File: config.mk
export PLATFORM = sky130hd
export DESIGN_NAME = patb_top
export DESIGN_NICKNAME = d
export VERILOG_FILES = /design/src/patb_sync2.v /design/src/patb_trig_sel.v /design/src/patb_top.v
export VERILOG_INCLUDE_DIRS = /design/src /design/src/src
export SDC_FILE = /design/constraint.sdc
export NUM_CORES = 1
export LEC_CHECK = 0
export ABC_AREA = 1
export BUFFER_PORTS_ARGS = -buffer_cell sky130_fd_sc_hd__buf_2
export CORE_ASPECT_RATIO = 1.4
export CORE_MARGIN = 10
export CORE_UTILIZATION = 60
export CTS_CLUSTER_DIAMETER = 30
export DETAILED_ROUTE_END_ITERATION = 6
export GPL_TIMING_DRIVEN = 0
export HOLD_SLACK_MARGIN = 0.06
export PLACE_DENSITY = 0.85
export SYNTH_ARGS = -nofsm -noshare
export SYNTH_HDL_FRONTEND = slang
export SYNTH_SLANG_ARGS = --single-unit
File: constraint.sdc
create_clock -name core_clk -period 2.9 [get_ports core_clk]
set_clock_uncertainty 0.05 [all_clocks]
set_input_delay 0.145 -clock core_clk [delete_from_list [all_inputs] [get_ports core_clk]]
set_output_delay 0.145 -clock core_clk [all_outputs]
set_load 0.05 [all_outputs]
File: src/patb_defines.vh
// Register offsets, field positions, reset values and selector codes for the trigger/brake block
`ifndef PATB_DEFINES_VH
`define PATB_DEFINES_VH
`define PATB_OFF_BRAKE_FLAGS 12'h0F4
`define PATB_OFF_TRIG_SEL 12'h0F8
`define PATB_OFF_INT_STATUS 12'h100
`define PATB_OFF_INT_MASK 12'h104
`define PATB_OFF_LOCK 12'h108
`define PATB_EDGE_LSB 0
`define PATB_LEVEL_LSB 8
`define PATB_NUM_CH 6
`define PATB_TRIG_SEL_RESET 32'h00000000
`define PATB_TRIG_SEL_MASK 32'h8F8F8F8F
`define PATB_SEL_ZERO 4'h0
`define PATB_SEL_PERIOD 4'h1
`define PATB_SEL_ZERO_PERIOD 4'h2
`define PATB_SEL_EVEN_UP 4'h3
`define PATB_SEL_EVEN_DOWN 4'h4
`define PATB_SEL_ODD_UP 4'h8
`define PATB_SEL_ODD_DOWN 4'h9
`define PATB_UNLOCK_KEY 32'h0000A5C3
`endif

File: src/patb_sync2.v
// Two-flop synchroniser for a vector of external levels
module patb_sync2 #(
    parameter WIDTH = 12
) (
    input wire core_clk,
    input wire rst_n,
    input wire clk_en,
    input wire [WIDTH-1:0] d_async,
    output wire [WIDTH-1:0] q_sync
);
    reg [WIDTH-1:0] meta_reg;
    reg [WIDTH-1:0] sync_reg;

    // First stage feeds only the second stage
    always @(posedge core_clk or negedge rst_n)
    begin
        if (!rst_n)
        begin
            meta_reg <= {WIDTH{1'b0}};
            sync_reg <= {WIDTH{1'b0}};
        end
        else if (clk_en)
        begin
            meta_reg <= d_async;
            sync_reg <= meta_reg;
        end
    end

    assign q_sync = sync_reg;
endmodule // patb_sync2

File: src/patb_trig_sel.v
// Trigger event selector for one channel of a channel pair
`include "patb_defines.vh"
module patb_trig_sel (
    input wire enable,
    input wire [3:0] source,
    input wire even_zero,
    input wire even_period,
    input wire even_up_match,
    input wire even_down_match,
    input wire odd_up_match,
    input wire odd_down_match,
    output reg hit
);
    // Reserved codes give no trigger at all
    always @*
    begin
        hit = 1'b0;
        if (enable)
        begin
            case (source)
                `PATB_SEL_ZERO: hit = even_zero;
                `PATB_SEL_PERIOD: hit = even_period;
                `PATB_SEL_ZERO_PERIOD: hit = even_zero | even_period;
                `PATB_SEL_EVEN_UP: hit = even_up_match;
                `PATB_SEL_EVEN_DOWN: hit = even_down_match;
                `PATB_SEL_ODD_UP: hit = odd_up_match;
                `PATB_SEL_ODD_DOWN: hit = odd_down_match;
                default: hit = 1'b0;
            endcase
        end
    end
endmodule // patb_trig_sel

File: src/patb_top.v
// APB register block with brake interrupt flags and ADC trigger selection
//
// The implementer's own choice: the APB register port.
`include "patb_defines.vh"
// Operation
// - Each channel's level brake event sets its flag at bit 8 plus channel, cleared by writing 1.
// - Each channel's edge brake event sets its flag at bit channel, cleared by writing 1.
// - Clearing writes to brake flags are taken only while the register lock is open.
// - A brake flag reads 0 unless an event has come since it was last cleared.
// - Channels 0 to 3 each have an enable bit at 7, 15, 23, 31 that gates their triggers.
// - Each channel has a 4-bit source field, choosing among events of its own pair.
// - Codes 0, 1, 2 pick even zero point, even period point, or either.
// - Codes 3 and 4 pick even channel compare match counting up or down.
// - Codes 8 and 9 pick odd channel compare match counting up or down.
// - The trigger select register is read-write and resets to zero.
module patb_top (
    input wire core_clk,
    input wire rst_n,
    input wire clk_en,
    input wire psel,
    input wire penable,
    input wire pwrite,
    input wire [11:0] paddr,
    input wire [31:0] pwdata,
    output reg [31:0] prdata,
    output reg pready,
    output reg pslverr,
    input wire [5:0] level_brake_event,
    input wire [5:0] edge_brake_event,
    input wire [1:0] zero_point,
    input wire [1:0] period_point,
    input wire [3:0] up_match,
    input wire [3:0] down_match,
    output reg adc_trigger,
    output reg irq
);
    // Software-visible register state
    reg [5:0] level_brake_flag_reg;
    reg [5:0] edge_brake_flag_reg;
    reg [31:0] adc_trigger_select_lo_reg;
    reg [11:0] int_status_reg;
    reg [11:0] int_mask_reg;
    reg unlock_reg;

    // Edge detector history
    reg [5:0] level_prev_reg;
    reg [5:0] edge_prev_reg;
    reg [3:0] hit_prev_reg;

    // Next-state and read-path values from the combinational blocks
    reg [5:0] level_brake_flag_next;
    reg [5:0] edge_brake_flag_next;
    reg [11:0] int_status_next;
    reg [31:0] rdata_next;
    reg err_next;

    // Combinational nets
    wire [11:0] brake_sync;
    wire [5:0] level_rise;
    wire [5:0] edge_rise;
    wire [3:0] hit;
    wire [3:0] hit_pulse;
    wire [3:0] adc_trig_enable;
    wire [15:0] adc_trig_source;
    wire setup_phase;
    wire wr_en;
    wire wr_brake_flags;
    wire wr_trig_sel;
    wire wr_int_status;
    wire wr_int_mask;
    wire wr_lock;
    wire brake_clear_ok;
    wire [5:0] level_clear;
    wire [5:0] edge_clear;
    wire [11:0] status_clear;
    wire [11:0] status_set;
    wire [11:0] irq_pending;

    // Single-register decode, shared by the five write strobes
    function addr_is;
        input [11:0] addr;
        input [11:0] offset;
        begin
            addr_is = (addr == offset);
        end
    endfunction

    // Address decode for the error answer, given on reads and writes alike; the write strobes use addr_is
    function is_mapped;
        input [11:0] addr;
        begin
            is_mapped = (addr == `PATB_OFF_BRAKE_FLAGS) || (addr == `PATB_OFF_TRIG_SEL) ||
                (addr == `PATB_OFF_INT_STATUS) || (addr == `PATB_OFF_INT_MASK) ||
                (addr == `PATB_OFF_LOCK);
        end
    endfunction

    // Brake event lines come from pin-level logic outside this clock
    patb_sync2 #(
        .WIDTH(12)
    ) u_brake_sync (
        .core_clk(core_clk),
        .rst_n(rst_n),
        .clk_en(clk_en),
        .d_async({level_brake_event, edge_brake_event}),
        .q_sync(brake_sync)
    );

    // An event is a rising edge so a held level sets the flag once
    assign level_rise = brake_sync[11:6] & ~level_prev_reg;
    assign edge_rise = brake_sync[5:0] & ~edge_prev_reg;

    // Slave answers in the first access cycle
    assign setup_phase = psel & ~penable;
    assign wr_en = psel & penable & pready & pwrite;

    genvar gi;
    generate
        for (gi = 0; gi < 4; gi = gi + 1)
        begin : g_trig
            assign adc_trig_enable[gi] = adc_trigger_select_lo_reg[8*gi+7];
            assign adc_trig_source[4*gi+3:4*gi] = adc_trigger_select_lo_reg[8*gi+3:8*gi];
            // Channels 0,1 see pair 0/1 and channels 2,3 see pair 2/3
            patb_trig_sel u_sel (
                .enable(adc_trig_enable[gi]),
                .source(adc_trig_source[4*gi+3:4*gi]),
                .even_zero(zero_point[gi/2]),
                .even_period(period_point[gi/2]),
                .even_up_match(up_match[(gi/2)*2]),
                .even_down_match(down_match[(gi/2)*2]),
                .odd_up_match(up_match[(gi/2)*2+1]),
                .odd_down_match(down_match[(gi/2)*2+1]),
                .hit(hit[gi])
            );
        end
    endgenerate

    // Edge of each hit so a multi-cycle event still gives one pulse
    assign hit_pulse = hit & ~hit_prev_reg;

    // Per-register write strobes, each qualified by the completing access cycle
    assign wr_brake_flags = wr_en & addr_is(paddr, `PATB_OFF_BRAKE_FLAGS);
    assign wr_trig_sel = wr_en & addr_is(paddr, `PATB_OFF_TRIG_SEL);
    assign wr_int_status = wr_en & addr_is(paddr, `PATB_OFF_INT_STATUS);
    assign wr_int_mask = wr_en & addr_is(paddr, `PATB_OFF_INT_MASK);
    assign wr_lock = wr_en & addr_is(paddr, `PATB_OFF_LOCK);

    // Protected clear: a locked write is dropped quietly, with no bus error
    assign brake_clear_ok = wr_brake_flags & unlock_reg;

    // Write-one-to-clear masks, zero unless the matching write is taken
    assign level_clear = brake_clear_ok ?
        pwdata[`PATB_LEVEL_LSB+5:`PATB_LEVEL_LSB] : 6'h00;
    assign edge_clear = brake_clear_ok ?
        pwdata[`PATB_EDGE_LSB+5:`PATB_EDGE_LSB] : 6'h00;
    assign status_clear = wr_int_status ? pwdata[11:0] : 12'h000;

    // New brake events laid out as the interrupt status bits: level high, edge low
    assign status_set = {level_rise, edge_rise};

    // Level flags: an event in the same cycle as a clear wins, so none is lost
    always @*
    begin
        level_brake_flag_next = (level_brake_flag_reg & ~level_clear) | level_rise;
    end

    // Edge flags follow the same set-over-clear order
    always @*
    begin
        edge_brake_flag_next = (edge_brake_flag_reg & ~edge_clear) | edge_rise;
    end

    // Interrupt status mirrors the flags but is cleared without the unlock
    always @*
    begin
        int_status_next = (int_status_reg & ~status_clear) | status_set;
    end

    // Unmasked pending sources; taken from the next state so irq tracks status
    assign irq_pending = int_status_next & int_mask_reg;

    // Read mux and error answer, prepared during setup
    always @*
    begin
        rdata_next = 32'h00000000;
        err_next = 1'b0;
        case (paddr)
            `PATB_OFF_BRAKE_FLAGS: rdata_next = {18'h0, level_brake_flag_reg, 2'b00,
                edge_brake_flag_reg};
            `PATB_OFF_TRIG_SEL: rdata_next = adc_trigger_select_lo_reg;
            `PATB_OFF_INT_STATUS: rdata_next = {20'h00000, int_status_reg};
            `PATB_OFF_INT_MASK: rdata_next = {20'h00000, int_mask_reg};
            `PATB_OFF_LOCK: rdata_next = {31'h0, unlock_reg};
            default: err_next = 1'b1;
        endcase
        // Second guard on the map, so a new case arm cannot open a hole by accident
        if (!is_mapped(paddr))
        begin
            err_next = 1'b1;
        end
    end

    // APB handshake: pready rises one cycle after setup, for exactly one cycle
    always @(posedge core_clk or negedge rst_n)
    begin
        if (!rst_n)
        begin
            pready <= 1'b0;
            pslverr <= 1'b0;
        end
        else if (clk_en)
        begin
            pready <= setup_phase;
            pslverr <= setup_phase & err_next;
        end
    end

    // Read data register, loaded in step with pready
    always @(posedge core_clk or negedge rst_n)
    begin
        if (!rst_n)
        begin
            prdata <= 32'h00000000;
        end
        else if (clk_en)
        begin
            // Read data is zero outside its own cycle, so stale values never leak
            prdata <= (setup_phase && !pwrite) ? rdata_next : 32'h00000000;
        end
    end

    // Brake flags, one bit per channel and detector kind
    always @(posedge core_clk or negedge rst_n)
    begin
        if (!rst_n)
        begin
            level_brake_flag_reg <= 6'h00;
            edge_brake_flag_reg <= 6'h00;
        end
        else if (clk_en)
        begin
            level_brake_flag_reg <= level_brake_flag_next;
            edge_brake_flag_reg <= edge_brake_flag_next;
        end
    end

    // Interrupt status, sticky until written with ones
    always @(posedge core_clk or negedge rst_n)
    begin
        if (!rst_n)
        begin
            int_status_reg <= 12'h000;
        end
        else if (clk_en)
        begin
            int_status_reg <= int_status_next;
        end
    end

    // Previous synchronised levels for the brake edge detectors
    // Reset to the idle low level so release of reset shows no false event
    always @(posedge core_clk or negedge rst_n)
    begin
        if (!rst_n)
        begin
            level_prev_reg <= 6'h00;
            edge_prev_reg <= 6'h00;
        end
        else if (clk_en)
        begin
            level_prev_reg <= brake_sync[11:6];
            edge_prev_reg <= brake_sync[5:0];
        end
    end

    // Trigger select register; reserved bits are not stored and read as zero
    always @(posedge core_clk or negedge rst_n)
    begin
        if (!rst_n)
        begin
            adc_trigger_select_lo_reg <= `PATB_TRIG_SEL_RESET;
        end
        else if (clk_en && wr_trig_sel)
        begin
            adc_trigger_select_lo_reg <= pwdata & `PATB_TRIG_SEL_MASK;
        end
    end

    // Interrupt mask, one bit per status bit
    always @(posedge core_clk or negedge rst_n)
    begin
        if (!rst_n)
        begin
            int_mask_reg <= 12'h000;
        end
        else if (clk_en && wr_int_mask)
        begin
            int_mask_reg <= pwdata[11:0];
        end
    end

    // Lock: the key opens it and any other value closes it again, so a stray
    // write cannot leave the flags exposed
    always @(posedge core_clk or negedge rst_n)
    begin
        if (!rst_n)
        begin
            unlock_reg <= 1'b0;
        end
        else if (clk_en && wr_lock)
        begin
            unlock_reg <= (pwdata == `PATB_UNLOCK_KEY);
        end
    end

    // Hit history: a selected event held high for several cycles gives one pulse
    always @(posedge core_clk or negedge rst_n)
    begin
        if (!rst_n)
        begin
            hit_prev_reg <= 4'h0;
        end
        else if (clk_en)
        begin
            hit_prev_reg <= hit;
        end
    end

    // ADC start: one cycle wide, channels merged, so two hits at once start once
    always @(posedge core_clk or negedge rst_n)
    begin
        if (!rst_n)
        begin
            adc_trigger <= 1'b0;
        end
        else if (clk_en)
        begin
            adc_trigger <= |hit_pulse;
        end
    end

    // Level interrupt, registered so the output comes straight from a flop
    always @(posedge core_clk or negedge rst_n)
    begin
        if (!rst_n)
        begin
            irq <= 1'b0;
        end
        else if (clk_en)
        begin
            irq <= |irq_pending;
        end
    end
endmodule // patb_top

## Word-level counts from Yosys, hierarchy flattened

Index checks and enable logic that the tools add are counted.

| storage, ports and cells | value |
|---|---|
| bits in registers | 133 |
| bits of input ports | 74 |
| output and inout port bits | 36 |
| word-level logic and storage cells | 107 |

| cells by class | value |
|---|---|
| eq/ne operators | 30 |
| multiplexer cells | 15 |
| bitwise operators | 30 |
| reduce and logical (&&, ||, !) cells | 16 |

Operators with widths:

| cell | count |
|---|---|
| 32-bit one-hot mux with 5 select lines | 1 |
| 12-bit by 9-bit equality test with 1-bit output (second input constant) | 3 |
| 32-bit by 16-bit equality test with 1-bit output (second input constant) | 1 |
| 4-bit by 2-bit equality test with 1-bit output (second input constant) | 8 |
| 4-bit equality test (second input constant) | 8 |
| 32-bit 2-to-1 mux | 1 |
| 1-bit one-hot mux with 7 select lines | 4 |
| 12-bit bitwise AND | 2 |
| 6-bit bitwise AND | 4 |
| 12-bit by 8-bit equality test with 1-bit output (second input constant) | 2 |
| 6-bit inverter | 4 |
| 4-bit by 1-bit equality test with 1-bit output (second input constant) | 4 |
| 4-bit by 3-bit equality test with 1-bit output (second input constant) | 4 |
| 4-bit zero test | 4 |
| 12-bit 2-to-1 mux | 1 |
| 6-bit 2-to-1 mux | 2 |
| 12-bit inverter | 1 |
| 12-bit OR | 1 |
| 6-bit OR | 2 |
| 12-bit OR reduction | 1 |
| 1-bit bitwise AND | 11 |
| 1-bit 2-to-1 mux | 6 |
| 5-bit OR reduction | 1 |
| 4-bit bitwise AND | 1 |
| 7 further kinds | 14 |

## Longest topological paths before layout

Gate-level depths: netlist of the first run.

| logic depth | value |
|---|---|
| depth after elaboration | 10 |
| depth in mapped cells | 13 |
| gate-level depth less buffers | 12 |

## Modules after synthesis

From an unflattened synthesis of the first run, not the netlist that was laid out.

| second synthesis, totals | value |
|---|---|
| cells, all modules | 749 |
| area total of the unflattened synthesis | 6,148.4 µm² |

By module, submodules not included:

| module | times used | cells each | area an instance (µm²) | seq. area each (µm²) |
|---|---|---|---|---|
| patb_top | 1 | 535 | 4,718.3 | 2,552.4 |
| patb_sync2 | 1 | 102 | 974.7 | 600.6 |
| patb_trig_sel | 4 | 28 | 113.9 | 0.0 |

## Worst setup path after synthesis of the first run

OpenSTA, ideal clock, no wires.

| path | value |
|---|---|
| path type | reg-to-reg |
| from | reg pready |
| to | reg irq |
| library setup time | 0.119 ns |
| arrival | 1.677 ns |
| data required time | 2.731 ns |
| setup slack | 1.053 ns |
| stages on the path, launching flop included | 11 |
| path buffers | 1 |
| period minus slack after synthesis | 1.847 ns |
| cell sequence | dfrtp_1 > nand2_1 > nor2_1 > buf_2 > nand3_1 > o21ai_0 > a21oi_1 > nor2_1 > nand2_1 > nor2_1 > nor2_1 |

| on the way | value |
|---|---|
| cells in the longest elaborated chain, start to end | 9 |

Ends and longest elaborated chain:

| what | RTL line | text |
|---|---|---|
| start: declaration | patb_top.v:26 | `output reg pready,` |
| start signal: assignment | patb_top.v:213 | `pready <= setup_phase;` |
| 1-bit bitwise AND (2 in series) | patb_top.v:115 | `assign wr_en = psel & penable & pready & pwrite;` |
| 1-bit bitwise AND | patb_top.v:144 | `` assign wr_int_status = wr_en & addr_is(paddr, `PATB_OFF_INT_STATUS); `` |
| 12-bit 2-to-1 mux | patb_top.v:156 | `assign status_clear = wr_int_status ? pwdata[11:0] : 12'h000;` |
| 12-bit inverter | patb_top.v:176 | `int_status_next = (int_status_reg & ~status_clear) \| status_set;` |
| 12-bit bitwise AND | patb_top.v:176 |  |
| 12-bit OR | patb_top.v:176 |  |
| 12-bit bitwise AND | patb_top.v:180 | `assign irq_pending = int_status_next & int_mask_reg;` |
| 12-bit OR reduction | patb_top.v:351 | `irq <= \|irq_pending;` |
| end signal: assignment | patb_top.v:351 |  |
| end: declaration | patb_top.v:35 | `output reg irq` |

No other way between the ends.
A chain may end at the register's enable or synchronous reset.

## Worst setup path in the final report of the first run

| path | value |
|---|---|
| from | in penable |
| to | reg prdata[10] |

| on the way | value |
|---|---|
| cells in the longest elaborated chain, start to end | 4 |

Ends and longest elaborated chain:

| what | RTL line | text |
|---|---|---|
| start: declaration | patb_top.v:21 | `input wire penable,` |
| 1-bit inverter | patb_top.v:114 | `assign setup_phase = psel & ~penable;` |
| 1-bit bitwise AND | patb_top.v:114 |  |
| 1-bit logical AND | patb_top.v:228 | `prdata <= (setup_phase && !pwrite) ? rdata_next : 32'h00000000;` |
| 32-bit 2-to-1 mux | patb_top.v:228 |  |
| end signal: assignment | patb_top.v:228 |  |
| end: declaration | patb_top.v:25 | `output reg [31:0] prdata,` |

No other way between the ends.

==> results of run 1 <==
[metrics by stage]
step / instances / total power, mW / setup slack (ps)
4_1_cts: 1040 / 4.37 / 676
5_1_grt: 1040 / 4.52 / 494
3_5_place_dp: 969 / 2.31 / 858
2_1_floorplan: 732 / 2.12 / 1050
6_report: 1040 / 4.39 / 587
3_3_place_gp: 968 / 2.28 / 96.2
[worst max-delay path by stage]
stage / endpoint / slack (ps) / cells past startpoint / startpoint
finish: prdata[10] / 590 / 8 / penable
global route: prdata[6] / 490 / 9 / penable
CTS: prdata[9] / 680 / 8 / penable
floorplan: irq / 1050 / 10 / pready
global placement: u_brake_sync.meta_reg[1] / 100 / 1 / rst_n
detailed placement: irq / 860 / 10 / pready
[power groups by stage]
stage / clock network, mW / logic [mW] / registers (mW)
2_1_floorplan: 0 / 0.204 / 1.92
3_3_place_gp: 0 / 0.367 / 1.91
3_5_place_dp: 0 / 0.391 / 1.92
4_1_cts: 2.04 / 0.438 / 1.89
5_1_grt: 2.12 / 0.497 / 1.90
6_report: 2.05 / 0.448 / 1.89
[Yosys cell counts, types with 2 or more instances]
| cell | instances |
|---|---|
| buf_1 | 5 |
| nor3_2 | 2 |
| inv_1 | 90 |
| mux2_4 | 2 |
| buf_4 | 9 |
| nand2_1 | 188 |
| o21ai_1 | 23 |
| o211ai_1 | 3 |
| nand3_1 | 21 |
| nor3_1 | 5 |
| inv_2 | 2 |
| buf_2 | 10 |
| dfrtp_1 | 126 |
| o21ai_0 | 106 |
| a221oi_1 | 3 |
| a21oi_1 | 2 |
| a211oi_1 | 6 |
| nand4_1 | 30 |
| a22o_1 | 3 |
| a32o_1 | 11 |
| clkbuf_1 | 13 |
| nor2_1 | 52 |
[final cells by class]
class | count | area share [%]
Clock inverter | 6 | 0.719
Multi-Input combinational cell | 475 | 29.8
Clock buffer | 26 | 6.79
Buffer | 39 | 2.63
Inverter | 92 | 4.51
Timing Repair Buffer | 141 | 12.1
Tap cell | 135 | 2.21
Sequential cell | 126 | 41.2
[cell families (layout without fill, tap and decap cells)]
| logic type | count (synthesis) | count (layout) |
|---|---|---|
| DFF | 126 | 126 |
| muxes | 3 | 3 |
| and+or+nand+nor | 303 | 303 |
| other | 1 | 7 |
| AOI/OAI and AO/OA | 162 | 162 |
| buffers and inverters | 131 | 304 |
[critical path, cell delays in order]
cell	delay [ps]
dlygate4sd3_1	540
buf_2	130
nor3_1	160
dlygate4sd3_1	570
inv_1	60
nor2_2	310
nand2_1	390
o21ai_0	290
[per-layer routing]
metal | part of all wire [%] | global-route usage (%) | up-vias
li1 | - | - | 2718
met1 | 35 | 28.4 | 2866
met2 | 50 | 47.9 | 447
met3 | 9.4 | 8.28 | 110
met4 | 6.0 | 18.6 | 0
met5 | 0 | 0 | -
==> summary.txt, run 1 <==
Floorplan
  – Die width: ~100 um
  – Initial Util: 60.8%
  – I/O pin cnt: 110
  – Std-Cell Rows: 43
  – Core area: around 0.0098 mm^2
  – Die area: about 0.014 mm^2
  – Chip height: 138 um

Power
  – Combinational Power Share: 10.2%
  – P_leak: 3.86 nW
  – VDD IR-drop max: about 0.0005 V
  – Clk network pwr share: a little under half
  – Reg power frac: approximately 43%
  – Switch Pwr: around 1.1 mW
  – Internal: around 3.3 mW
  – Switching share of total power: about a quarter
  – P per Cell Area: roughly 570 mW/mm^2

Drt
  – Detailed-router iteration count before antenna repair: 6
  – Total wire length: around 19000 um
  – Antenna-violating nets left: 0
  – Vias: ~6000
  – Routed len/inst: 18.7 um
  – Drt via density: between 5 and 6
  – DR DRC count: 0
  – Initial DRC count: ~670

Clock tree
  – Clk sinks: about 130
  – Post-CTS Setup Inserts: 0
  – CTS clk-pin slew, worst paths: 50 ps
  – TritonCTS Buffers: 17
  – Clk Tree Root Cell: clkbuf_16
  – H-Tree Depth: 4
  – CTS tree: built
  – Maximum root-to-sink buffer count: 2
  – PostCTS Resize Cnt: 0
  – Clock latency on the worst-skew pair: 430 ps
  – CTS Hold Bufs: 39

Logic synthesis
  – Post-synthesis register bit count: 126
  – Main combinational cell family by area after synthesis: simple AND/OR/NAND/NOR gates
  – Post-synthesis area per instance: between 8 and 9 um^2
  – Synth warnings: 0
  – Area of the mapped netlist: around 0.0060 mm^2
  – Ranking of synthesized cells by area: dfrtp_1, nand2_1, o21ai_0, inv_1, nor2_1
  – Sequential fraction of the synthesis area: around 53%
  – Top-area cell type share of the netlist area: a little over half
  – Adder-Cell Fraction of Synth Area: 0%
  – Mapped Cells: between 700 and 800
  – Cell variety after synth: 36
  – Mux cell area share after synthesis: 0.693%
  – Simple-Gate Fraction of Synth Area: between 20% and 30%
  – Post-synth EDFFs: 0
  – Share of flip-flops with an asynchronous set or reset: between 90% and 100%
  – Synth Area in Compound Gates: ~16%
  – Synth Flop Type: dfrtp_1
  – Yosys top cell by area: dfrtp_1
  – Xor/xnor share of the synthesized area: 0%

Placed design
  – HPWL after detailed placement: 13500 um
  – Post-Place Cell Area: 0.00669 mm^2
  – IO buf count: a little over 100
  – Gpl congestion: roughly 1

Min path
  – HP Class: in -> reg
  – Hold_sp: pwdata[12]
  – Hold Path Sink: level_brake_flag_reg[4]
  – Cells on Worst Hold Path: 4

Cells and area
  – # fillers: ~720
  – FF/Latch Area: roughly 0.0032 mm^2
  – Fraction of layout cells with a size suffix above 1: 18.0%
  – Area Growth Syn to Fin: 28.5%
  – Max reg flops: 25
  – Most frequent cells in the layout: nand2_1, dfrtp_1, buf_2, o21ai_0, inv_1
  – Multi-input logic area: 0.00228 mm^2
  – Commonest non-fill, non-tap cell in the layout: nand2_1
  – Final Util: roughly 78%
  – Design area: approximately 0.0077 mm^2
  – Fin nets: around 970
  – Diodes inserted: 0

Critical path
  – Startpoint Class: primary input
  – Crit Reg-Reg Startpoint: pready
  – Worst EP arrival: 2600 ps
  – Worst reg2reg path depth: 10
  – Critical path required time: 3190 ps
  – Critical path class: in -> reg
  – CP Max Fanout: 9
  – CP Capture Type: register
  – Reg2reg end: irq
  – R2r setup slk: 750 ps

Flow run
  – MaxCap Viol Count: 0

Run status
  – Status: finished, final reports clean

Timing
  – # setup viols final: 0
  – Slew Viols, Final: 0
  – Crit path time final: around 2300 ps
  – Fmax: ~430 MHz
  – Hold_ws: between 70 and 80 ps
  – TNS Setup: 0 ps
  – RSZ-0062 raised after global routing: no
  – Slew margin rel.: between 40% and 50%
  – Worst-margin pin slew: 760 ps
  – Fin crit share: about 80%
  – Final Hold Vio Count: 0

Global routing
  – Largest net degree at the start of global routing: between 90 and 100
  – Vias in the first global route: 6249
  – GRT overflow: 0
  – First-pass GRT wire length: between 30000 and 40000 um
  – Antenna violations before repair: 0
  – GR Util All Layers: between 20% and 30%
No activity file was read; power rests on OpenSTA's default activity.
==> run 2: changes to the inputs <==
--- a/config.mk
+++ b/config.mk
@@ -10,12 +10,12 @@
 export BUFFER_PORTS_ARGS = -buffer_cell sky130_fd_sc_hd__buf_2
 export CORE_ASPECT_RATIO = 1.4
 export CORE_MARGIN = 10
-export CORE_UTILIZATION = 60
+export CORE_UTILIZATION = 56
 export CTS_CLUSTER_DIAMETER = 30
 export DETAILED_ROUTE_END_ITERATION = 6
 export GPL_TIMING_DRIVEN = 0
 export HOLD_SLACK_MARGIN = 0.06
-export PLACE_DENSITY = 0.85
+export PLACE_DENSITY = 0.8
 export SYNTH_ARGS = -nofsm -noshare
 export SYNTH_HDL_FRONTEND = slang
 export SYNTH_SLANG_ARGS = --single-unit
==> constraint.sdc (replaced) <==
create_clock -name core_clk -period 2.3 [get_ports core_clk]
set_clock_uncertainty 0.05 [all_clocks]
set_input_delay 0.115 -clock core_clk [delete_from_list [all_inputs] [get_ports core_clk]]
set_output_delay 0.115 -clock core_clk [all_outputs]
set_load 0.05 [all_outputs]
==> summary.txt, run 2 (synthesized netlist as in run 1, its figures left out) <==
Drt
  – Detailed-router iteration count before antenna repair: 6 (unchanged)
  – Initial DRC count: 420 (was 667)
  – Drt via density: 5.58 (was 5.90)
  – Routed len/inst: 17.8 um (was 18.7 um)
  – DR DRC count: 0 (unchanged)
  – Antenna-violating nets left: 0 (unchanged)
  – Vias: 5801 (was 6141)
  – Total wire length: 18500 um (was 19400 um)

Cells and area
  – Commonest non-fill, non-tap cell in the layout: nand2_1 (unchanged)
  – Most frequent cells in the layout: nand2_1, dfrtp_1, buf_2, o21ai_0, inv_1 (unchanged)
  – Finished Layout Cells: 1040 (unchanged)
  – # fillers: 769 (was 717)
  – Fin nets: 968 (was 966)
  – Max reg flops: 25 (unchanged)
  – Area Growth Syn to Fin: 27.7% (was 28.5%)
  – Diodes inserted: 0 (unchanged)
  – Design area: 0.00761 mm^2 (was 0.00765 mm^2)
  – Fraction of layout cells with a size suffix above 1: 17.5% (was 18.0%)

Clock tree
  – CTS tree: built (unchanged)
  – Maximum root-to-sink buffer count: 2 (unchanged)
  – Clk Tree Root Cell: clkbuf_16 (unchanged)
  – Clock latency on the worst-skew pair: 420 ps (was 430 ps)
  – Clk sinks: 126 (unchanged)
  – CTS clk-pin slew, worst paths: 50 ps (about the same)
  – H-Tree Depth: 4 (unchanged)
  – TritonCTS Buffers: 17 (unchanged)

Critical path
  – Beginning of the critical path: pready (was penable)
  – CP Capture Type: register (unchanged)
  – Crit-path cells: nand2_1 > nor2_1 > inv_1 > nor2_1 > nand3_1 > clkbuf_1 > o21ai_0 > o21ai_0 (was dlygate4sd3_1 > buf_2 > nor3_1 > dlygate4sd3_1 > inv_1 > nor2_2 > nand2_1 > o21ai_0)
  – CP bufs+invs: 2 (was 4)
  – Critical path depth: 8 (unchanged)
  – Critical path required time: 2520 ps (was 3190 ps)
  – Startpoint Class: register (was primary input)
  – Crit Reg-Reg Startpoint: pready (unchanged)
  – Worst reg2reg path depth: 8 (was 10)
  – R2r setup slk: 220 ps (was 750 ps)
  – Critical path class: reg -> reg (was in -> reg)
  – Max stage delay on crit path: 360 ps (was 570 ps)
  – Worst path slowest cell: dfrtp_1 (was dlygate4sd3_1)
  – Delay-heaviest family, CP: simple AND/OR/NAND/NOR gates (was buffers and inverters)
  – Capture point of the worst path: edge_brake_flag_reg[1] (was prdata[10])
  – Worst EP arrival: 2300 ps (was 2600 ps)
  – CP Max Fanout: 10 (was 9)
  – Reg2reg end: edge_brake_flag_reg[1] (was irq)

Placed design
  – IO buf count: 101 (unchanged)
  – Gpl congestion: 0.953 (was 0.999)
  – Cell count after placement: 972 (was 969)
  – HPWL after detailed placement: 13500 um (about the same)
  – Post-Place Cell Area: 0.00669 mm^2 (about the same)

Global routing
  – GR Util met1: 26.9% (was 28.4%)
  – GRT overflow: 0 (unchanged)
  – M2 GR Usage: 41.6% (was 47.9%)
  – Largest net degree at the start of global routing: 74 (was 97)
  – Vias in the first global route: 5827 (was 6249)
  – Grt met3 use: 7.25% (was 8.28%)
  – GR Util All Layers: 24.7% (was 27.5%)
  – First-pass GRT wire length: 29400 um (was 31100 um)
  – Most Crowded Layer GR: met2 (unchanged)
  – Antenna violations before repair: 0 (unchanged)

Floorplan
  – Die area: 0.0152 mm^2 (was 0.0144 mm^2)
  – Die width: 107 um (was 104 um)
  – Chip height: 142 um (was 138 um)
  – I/O pin cnt: 110 (unchanged)
  – Std-Cell Rows: 44 (was 43)
  – Core area: 0.0104 mm^2 (was 0.00979 mm^2)
  – Initial Util: 57.3% (was 60.8%)

Timing
  – RSZ-0062 raised after global routing: no (unchanged)
  – # setup viols final: 0 (unchanged)
  – Slew margin rel.: 45.0% (was 49.3%)
  – Fmax: 481 MHz
  – Crit path time final: 2080 ps
  – Final Hold Vio Count: 0 (unchanged)
  – Fin crit share: 90.4%
  – Slew Viols, Final: 0 (unchanged)
  – Worst-margin pin slew: 824 ps (was 760 ps)
  – Hold_ws: 94.2 ps (was 70.4 ps)

Run status
  – Status: finished, final reports clean (unchanged)

Power
  – P per Cell Area: 693 mW/mm^2 (was 573 mW/mm^2)
  – Internal: 3.98 mW (was 3.30 mW)
  – Reg power frac: 45.1% (was 43.1%)
  – P_leak: 3.83 nW (was 3.86 nW)
  – VDD IR-drop max: 0.000583 V (was 0.000501 V)
  – Clk network pwr share: 44.4% (was 46.7%)
  – Switching share of total power: 24.6% (was 24.7%)
  – Combinational Power Share: 10.5% (was 10.2%)
  – Switch Pwr: 1.30 mW (was 1.08 mW)

Min path
  – HP Class: in -> reg (unchanged)

Flow run
  – MaxCap Viol Count: 0 (unchanged)
[run 2: cell types whose count changed in the layout (fill, tap and decap cells not counted)]
cell           previous run  this run
dlygate4sd3_1            39        41
clkinv_2                  5         2
clkbuf_1                 16        17
nand2_1                 188       187
nand2_2                   0         1
clkbuf_8                  6         4
bufinv_16                 1         0
[run 2: worst reg2reg max path, cell delays in order, from the launching register on]
cell	delay, ps
dfrtp_1	360
nand2_1	60
nor2_1	250
inv_1	100
nor2_1	240
nand3_1	220
clkbuf_1	310
o21ai_0	240
o21ai_0	110
[run 2: layer usage]
layer,routed length [um],vias up,part of all wire [%]
met3,1420,65,7.6
met4,886,0,4.8
li1,-,2712,-
met2,9210,273,50
met5,0,-,0
met1,6990,2751,38
[run 2: worst min path at each step]
| stage | from | endpoint | slack, ps | cells past startpoint |
|---|---|---|---|---|
| final | zero_point[0] | hit_prev_reg[1] | 90 | 5 |
| after CTS | zero_point[0] | hit_prev_reg[1] | 90 | 5 |
| after global placement | level_brake_event[5] | u_brake_sync.meta_reg[11] | 270 | 3 |
| after floorplan | rst_n | adc_trigger | -230 | 0 |
| after detailed placement | rst_n | pslverr | 50 | 1 |
| after global routing | down_match[0] | hit_prev_reg[0] | 150 | 5 |
[run 2: metrics by stage]
stage	setup slack [ps]	total power [mW]	setup TNS [ps]	util (%)
finish	222	5.27	0	73.1
CTS	120	5.27	0	73.1
global route	46.9	5.47	0	73.1
detailed placement	302	2.91	0	64.3
floorplan	453	2.68	0	-
global placement	-475	2.88	-59220	64.0
[run 2: what timing repair did]
item | 4_1_cts | 5_1_grt
endpoints found under the hold margin | 106 | 0
hold buffers | 41 | 0
setup buffers | 0 | 0
endpoints found under the setup margin | 0 | 6
gates resized for setup | 0 | 1
[run 2: power groups by stage]
stage / Combinational [mW] / Sequential [mW] / Clock (mW)
finish: 0.551 / 2.38 / 2.34
global route: 0.617 / 2.39 / 2.46
CTS: 0.547 / 2.38 / 2.34
detailed placement: 0.490 / 2.42 / 0
global placement: 0.468 / 2.41 / 0
floorplan: 0.258 / 2.42 / 0
[run 2: final cells by class]
class                      instances  area (um^2)  share of cell area [%]
clock buffer                      25          495                    6.51
clock inverter                     2         10.0                   0.132
tap                              138          173                    2.27
inverter                          92          345                    4.54
timing repair buffer             143          950                    12.5
buffer                            39          201                    2.65
multi-input combinational        475         2280                    30.0
sequential                       126         3150                    41.4
==> run 3: changes to the inputs <==
--- a/config.mk
+++ b/config.mk
@@ -15,6 +15,7 @@
 export DETAILED_ROUTE_END_ITERATION = 6
 export GPL_TIMING_DRIVEN = 0
 export HOLD_SLACK_MARGIN = 0.06
+export MAX_ROUTING_LAYER = met4
 export PLACE_DENSITY = 0.8
 export SYNTH_ARGS = -nofsm -noshare
 export SYNTH_HDL_FRONTEND = slang
==> summary.txt, run 3 (synthesized netlist as in run 1, its figures left out) <==
Critical path
  – CP Max Fanout: 10 (unchanged)
  – Critical path class: reg -> reg (unchanged)
  – Max stage delay on crit path: 360 ps (about the same)
  – Worst EP arrival: 2470 ps (was 2300 ps)
  – Worst path slowest cell: dfrtp_1 (unchanged)
  – CP Capture Type: register (unchanged)
  – CP bufs+invs: 1 (was 2)
  – Delay-heaviest family, CP: simple AND/OR/NAND/NOR gates (unchanged)
  – Crit-path cells: nand2_1 > nor2_1 > buf_2 > nand3_1 > o21ai_0 > a21oi_1 > nor2_1 > nand2_1 > nor2_1 > nor2_1 (was nand2_1 > nor2_1 > inv_1 > nor2_1 > nand3_1 > clkbuf_1 > o21ai_0 > o21ai_0)
  – Startpoint Class: register (unchanged)
  – CP most frequent cell: nor2_1
  – Critical path required time: 2550 ps (was 2520 ps)

Timing
  – Fin crit share: 96.4% (was 90.4%)
  – Slew Viols, Final: 0 (unchanged)
  – Final Hold Vio Count: 0 (unchanged)
  – TNS Setup: 0 ps (unchanged)
  – RSZ-0062 raised after global routing: no (unchanged)
  – Setup ws final: 81.8 ps (was 222 ps)
  – # setup viols final: 0 (unchanged)
  – Crit path time final: 2220 ps (was 2080 ps)
  – Slew margin rel.: 47.6% (was 45.0%)
  – Worst-margin pin slew: 786 ps (was 824 ps)
  – Fmax: 451 MHz (was 481 MHz)

Run status
  – Status: finished, final reports clean (unchanged)

Clock tree
  – Clk sinks: 126 (unchanged)
  – CTS clk-pin slew, worst paths: 50 ps (about the same)
  – Maximum root-to-sink buffer count: 2 (unchanged)
  – CTS tree: built (unchanged)
  – Clk Tree Root Cell: clkbuf_16 (unchanged)
  – H-Tree Depth: 4 (unchanged)
  – Clock latency on the worst-skew pair: 410 ps (was 420 ps)
  – TritonCTS Buffers: 17 (unchanged)

Floorplan
  – Chip height: 142 um (unchanged)
  – Std-Cell Rows: 44 (unchanged)
  – I/O pin cnt: 110 (unchanged)
  – Core area: 0.0104 mm^2 (unchanged)
  – Die area: 0.0152 mm^2 (unchanged)
  – Initial Util: 57.3% (unchanged)
  – Die width: 107 um (unchanged)

Global routing
  – First-pass GRT wire length: 30700 um (was 29400 um)
  – GRT overflow: 0 (unchanged)
  – Vias in the first global route: 5976 (was 5827)
  – Largest net degree at the start of global routing: 76 (was 74)
  – Antenna violations before repair: 1 (was 0)
  – GR Util All Layers: 26.3% (was 24.7%)

Cells and area
  – Fraction of layout cells with a size suffix above 1: 17.8% (was 17.5%)
  – Most frequent cells in the layout: nand2_1, dfrtp_1, buf_2, o21ai_0, inv_1 (unchanged)
  – Fin nets: 968 (unchanged)
  – Max reg flops: 25 (unchanged)
  – Design area: 0.00771 mm^2 (was 0.00761 mm^2)
  – Commonest non-fill, non-tap cell in the layout: nand2_1 (unchanged)
  – Area Growth Syn to Fin: 29.5% (was 27.7%)
  – Finished Layout Cells: 1045 (was 1040)

Drt
  – Initial DRC count: 448 (was 420)
  – Total wire length: 19200 um (was 18500 um)
  – Drt via density: 5.62 (was 5.58)
  – Met2 wire length: 9840 um (was 9210 um)
  – Antenna-violating nets left: 0 (unchanged)
  – Detailed-router iteration count before antenna repair: 5 (was 6)
  – Vias: 5878 (was 5801)
  – Met1 Wirelength: 7180 um (was 6990 um)
  – Routed len/inst: 18.4 um (was 17.8 um)
  – Top Layer Used: met4 (unchanged)
  – DR WL met3: 1500 um (was 1420 um)
  – DR DRC count: 0 (unchanged)

Placed design
  – Cell count after placement: 972 (unchanged)
  – HPWL after detailed placement: 13700 um (was 13500 um)
  – Post-Place Cell Area: 0.00669 mm^2 (unchanged)
  – Worst slack, placed: 239 ps (was 302 ps)
  – IO buf count: 101 (unchanged)
  – Gpl congestion: 0.919 (was 0.953)

Min path
  – HP Class: in -> reg (unchanged)

Power
  – P_leak: 3.87 nW (was 3.83 nW)
  – VDD IR-drop max: 0.000598 V (was 0.000583 V)
  – P per Cell Area: 741 mW/mm^2 (was 693 mW/mm^2)
  – Total design power: 5.72 mW (was 5.27 mW)

Flow run
  – MaxCap Viol Count: 0 (unchanged)
-- run 3: cell count changes in the layout (fill, tap and decap cells not counted) --
cell and delta:
diode_2 +1, clkbuf_8 -2, bufinv_16 +4, clkinv_2 +1, clkbuf_1 +1
-- run 3: cell type report --
cell class,count,area [um^2]
multi-input cells,475,2280
fillers,776,2690
inverters,92,345
plain buffers,39,201
flip-flops and latches,126,3150
repair buffers,143,950
diodes,1,2.50
clock buffers,24,472
clock inverters,7,135
well taps,138,173
-- run 3: stage by stage --
step / hold slack, ps / util (%)
floorplan: -231 / -
global placement: 274 / 64.0
detailed placement: 48.1 / 64.3
CTS: 96.9 / 74.1
global route: 139 / 74.1
finish: 114 / 74.1
-- run 3: what timing repair did --
| action | CTS | global route |
|---|---|---|
| setup buffers | 0 | 0 |
| hold endpoints to repair | 104 | 0 |
| gates resized for setup | 0 | 1 |
| hold buffers | 41 | 0 |
| setup endpoints to repair | 0 | 9 |
-- run 3: worst reg2reg max path: stages (launching register included) --
cell and delay (ps):
dfrtp_1 360, nand2_1 60, nor2_1 270, buf_2 320, nand3_1 160, o21ai_0 310
a21oi_1 150, nor2_1 120, nand2_1 80, nor2_1 160, nor2_1 60
-- run 3: final timing paths --
kind,to,from,slack [ps],cells after the start
setup / recovery,irq,pready,80,10
hold / removal,hit_prev_reg[2],down_match[2],110,5
setup reg to reg,irq,pready,80,10
hold reg to reg,prdata[3],prdata[3],430,2
max in group asynchronous,u_brake_sync.q_sync[7],rst_n,1290,3
min in group asynchronous,prdata[2],rst_n,180,2
-- run 3: routing by layer --
| metal | track usage, % | up-vias |
|---|---|---|
| li1 | - | 2721 |
| met3 | 6.48 | 45 |
| met1 | 28.0 | 2822 |
| met4 | 11.9 | 0 |
| met2 | 45.1 | 290 |
| met5 | - | - |
-- run 3: power breakdown --
part / internal [mW] / total, mW / leakage [nW] / switching, mW
combinational: 0.195 / 0.560 / 1.97 / 0.365
clock: 1.86 / 2.78 / 0.298 / 0.918
sequential: 2.33 / 2.38 / 1.60 / 0.0544
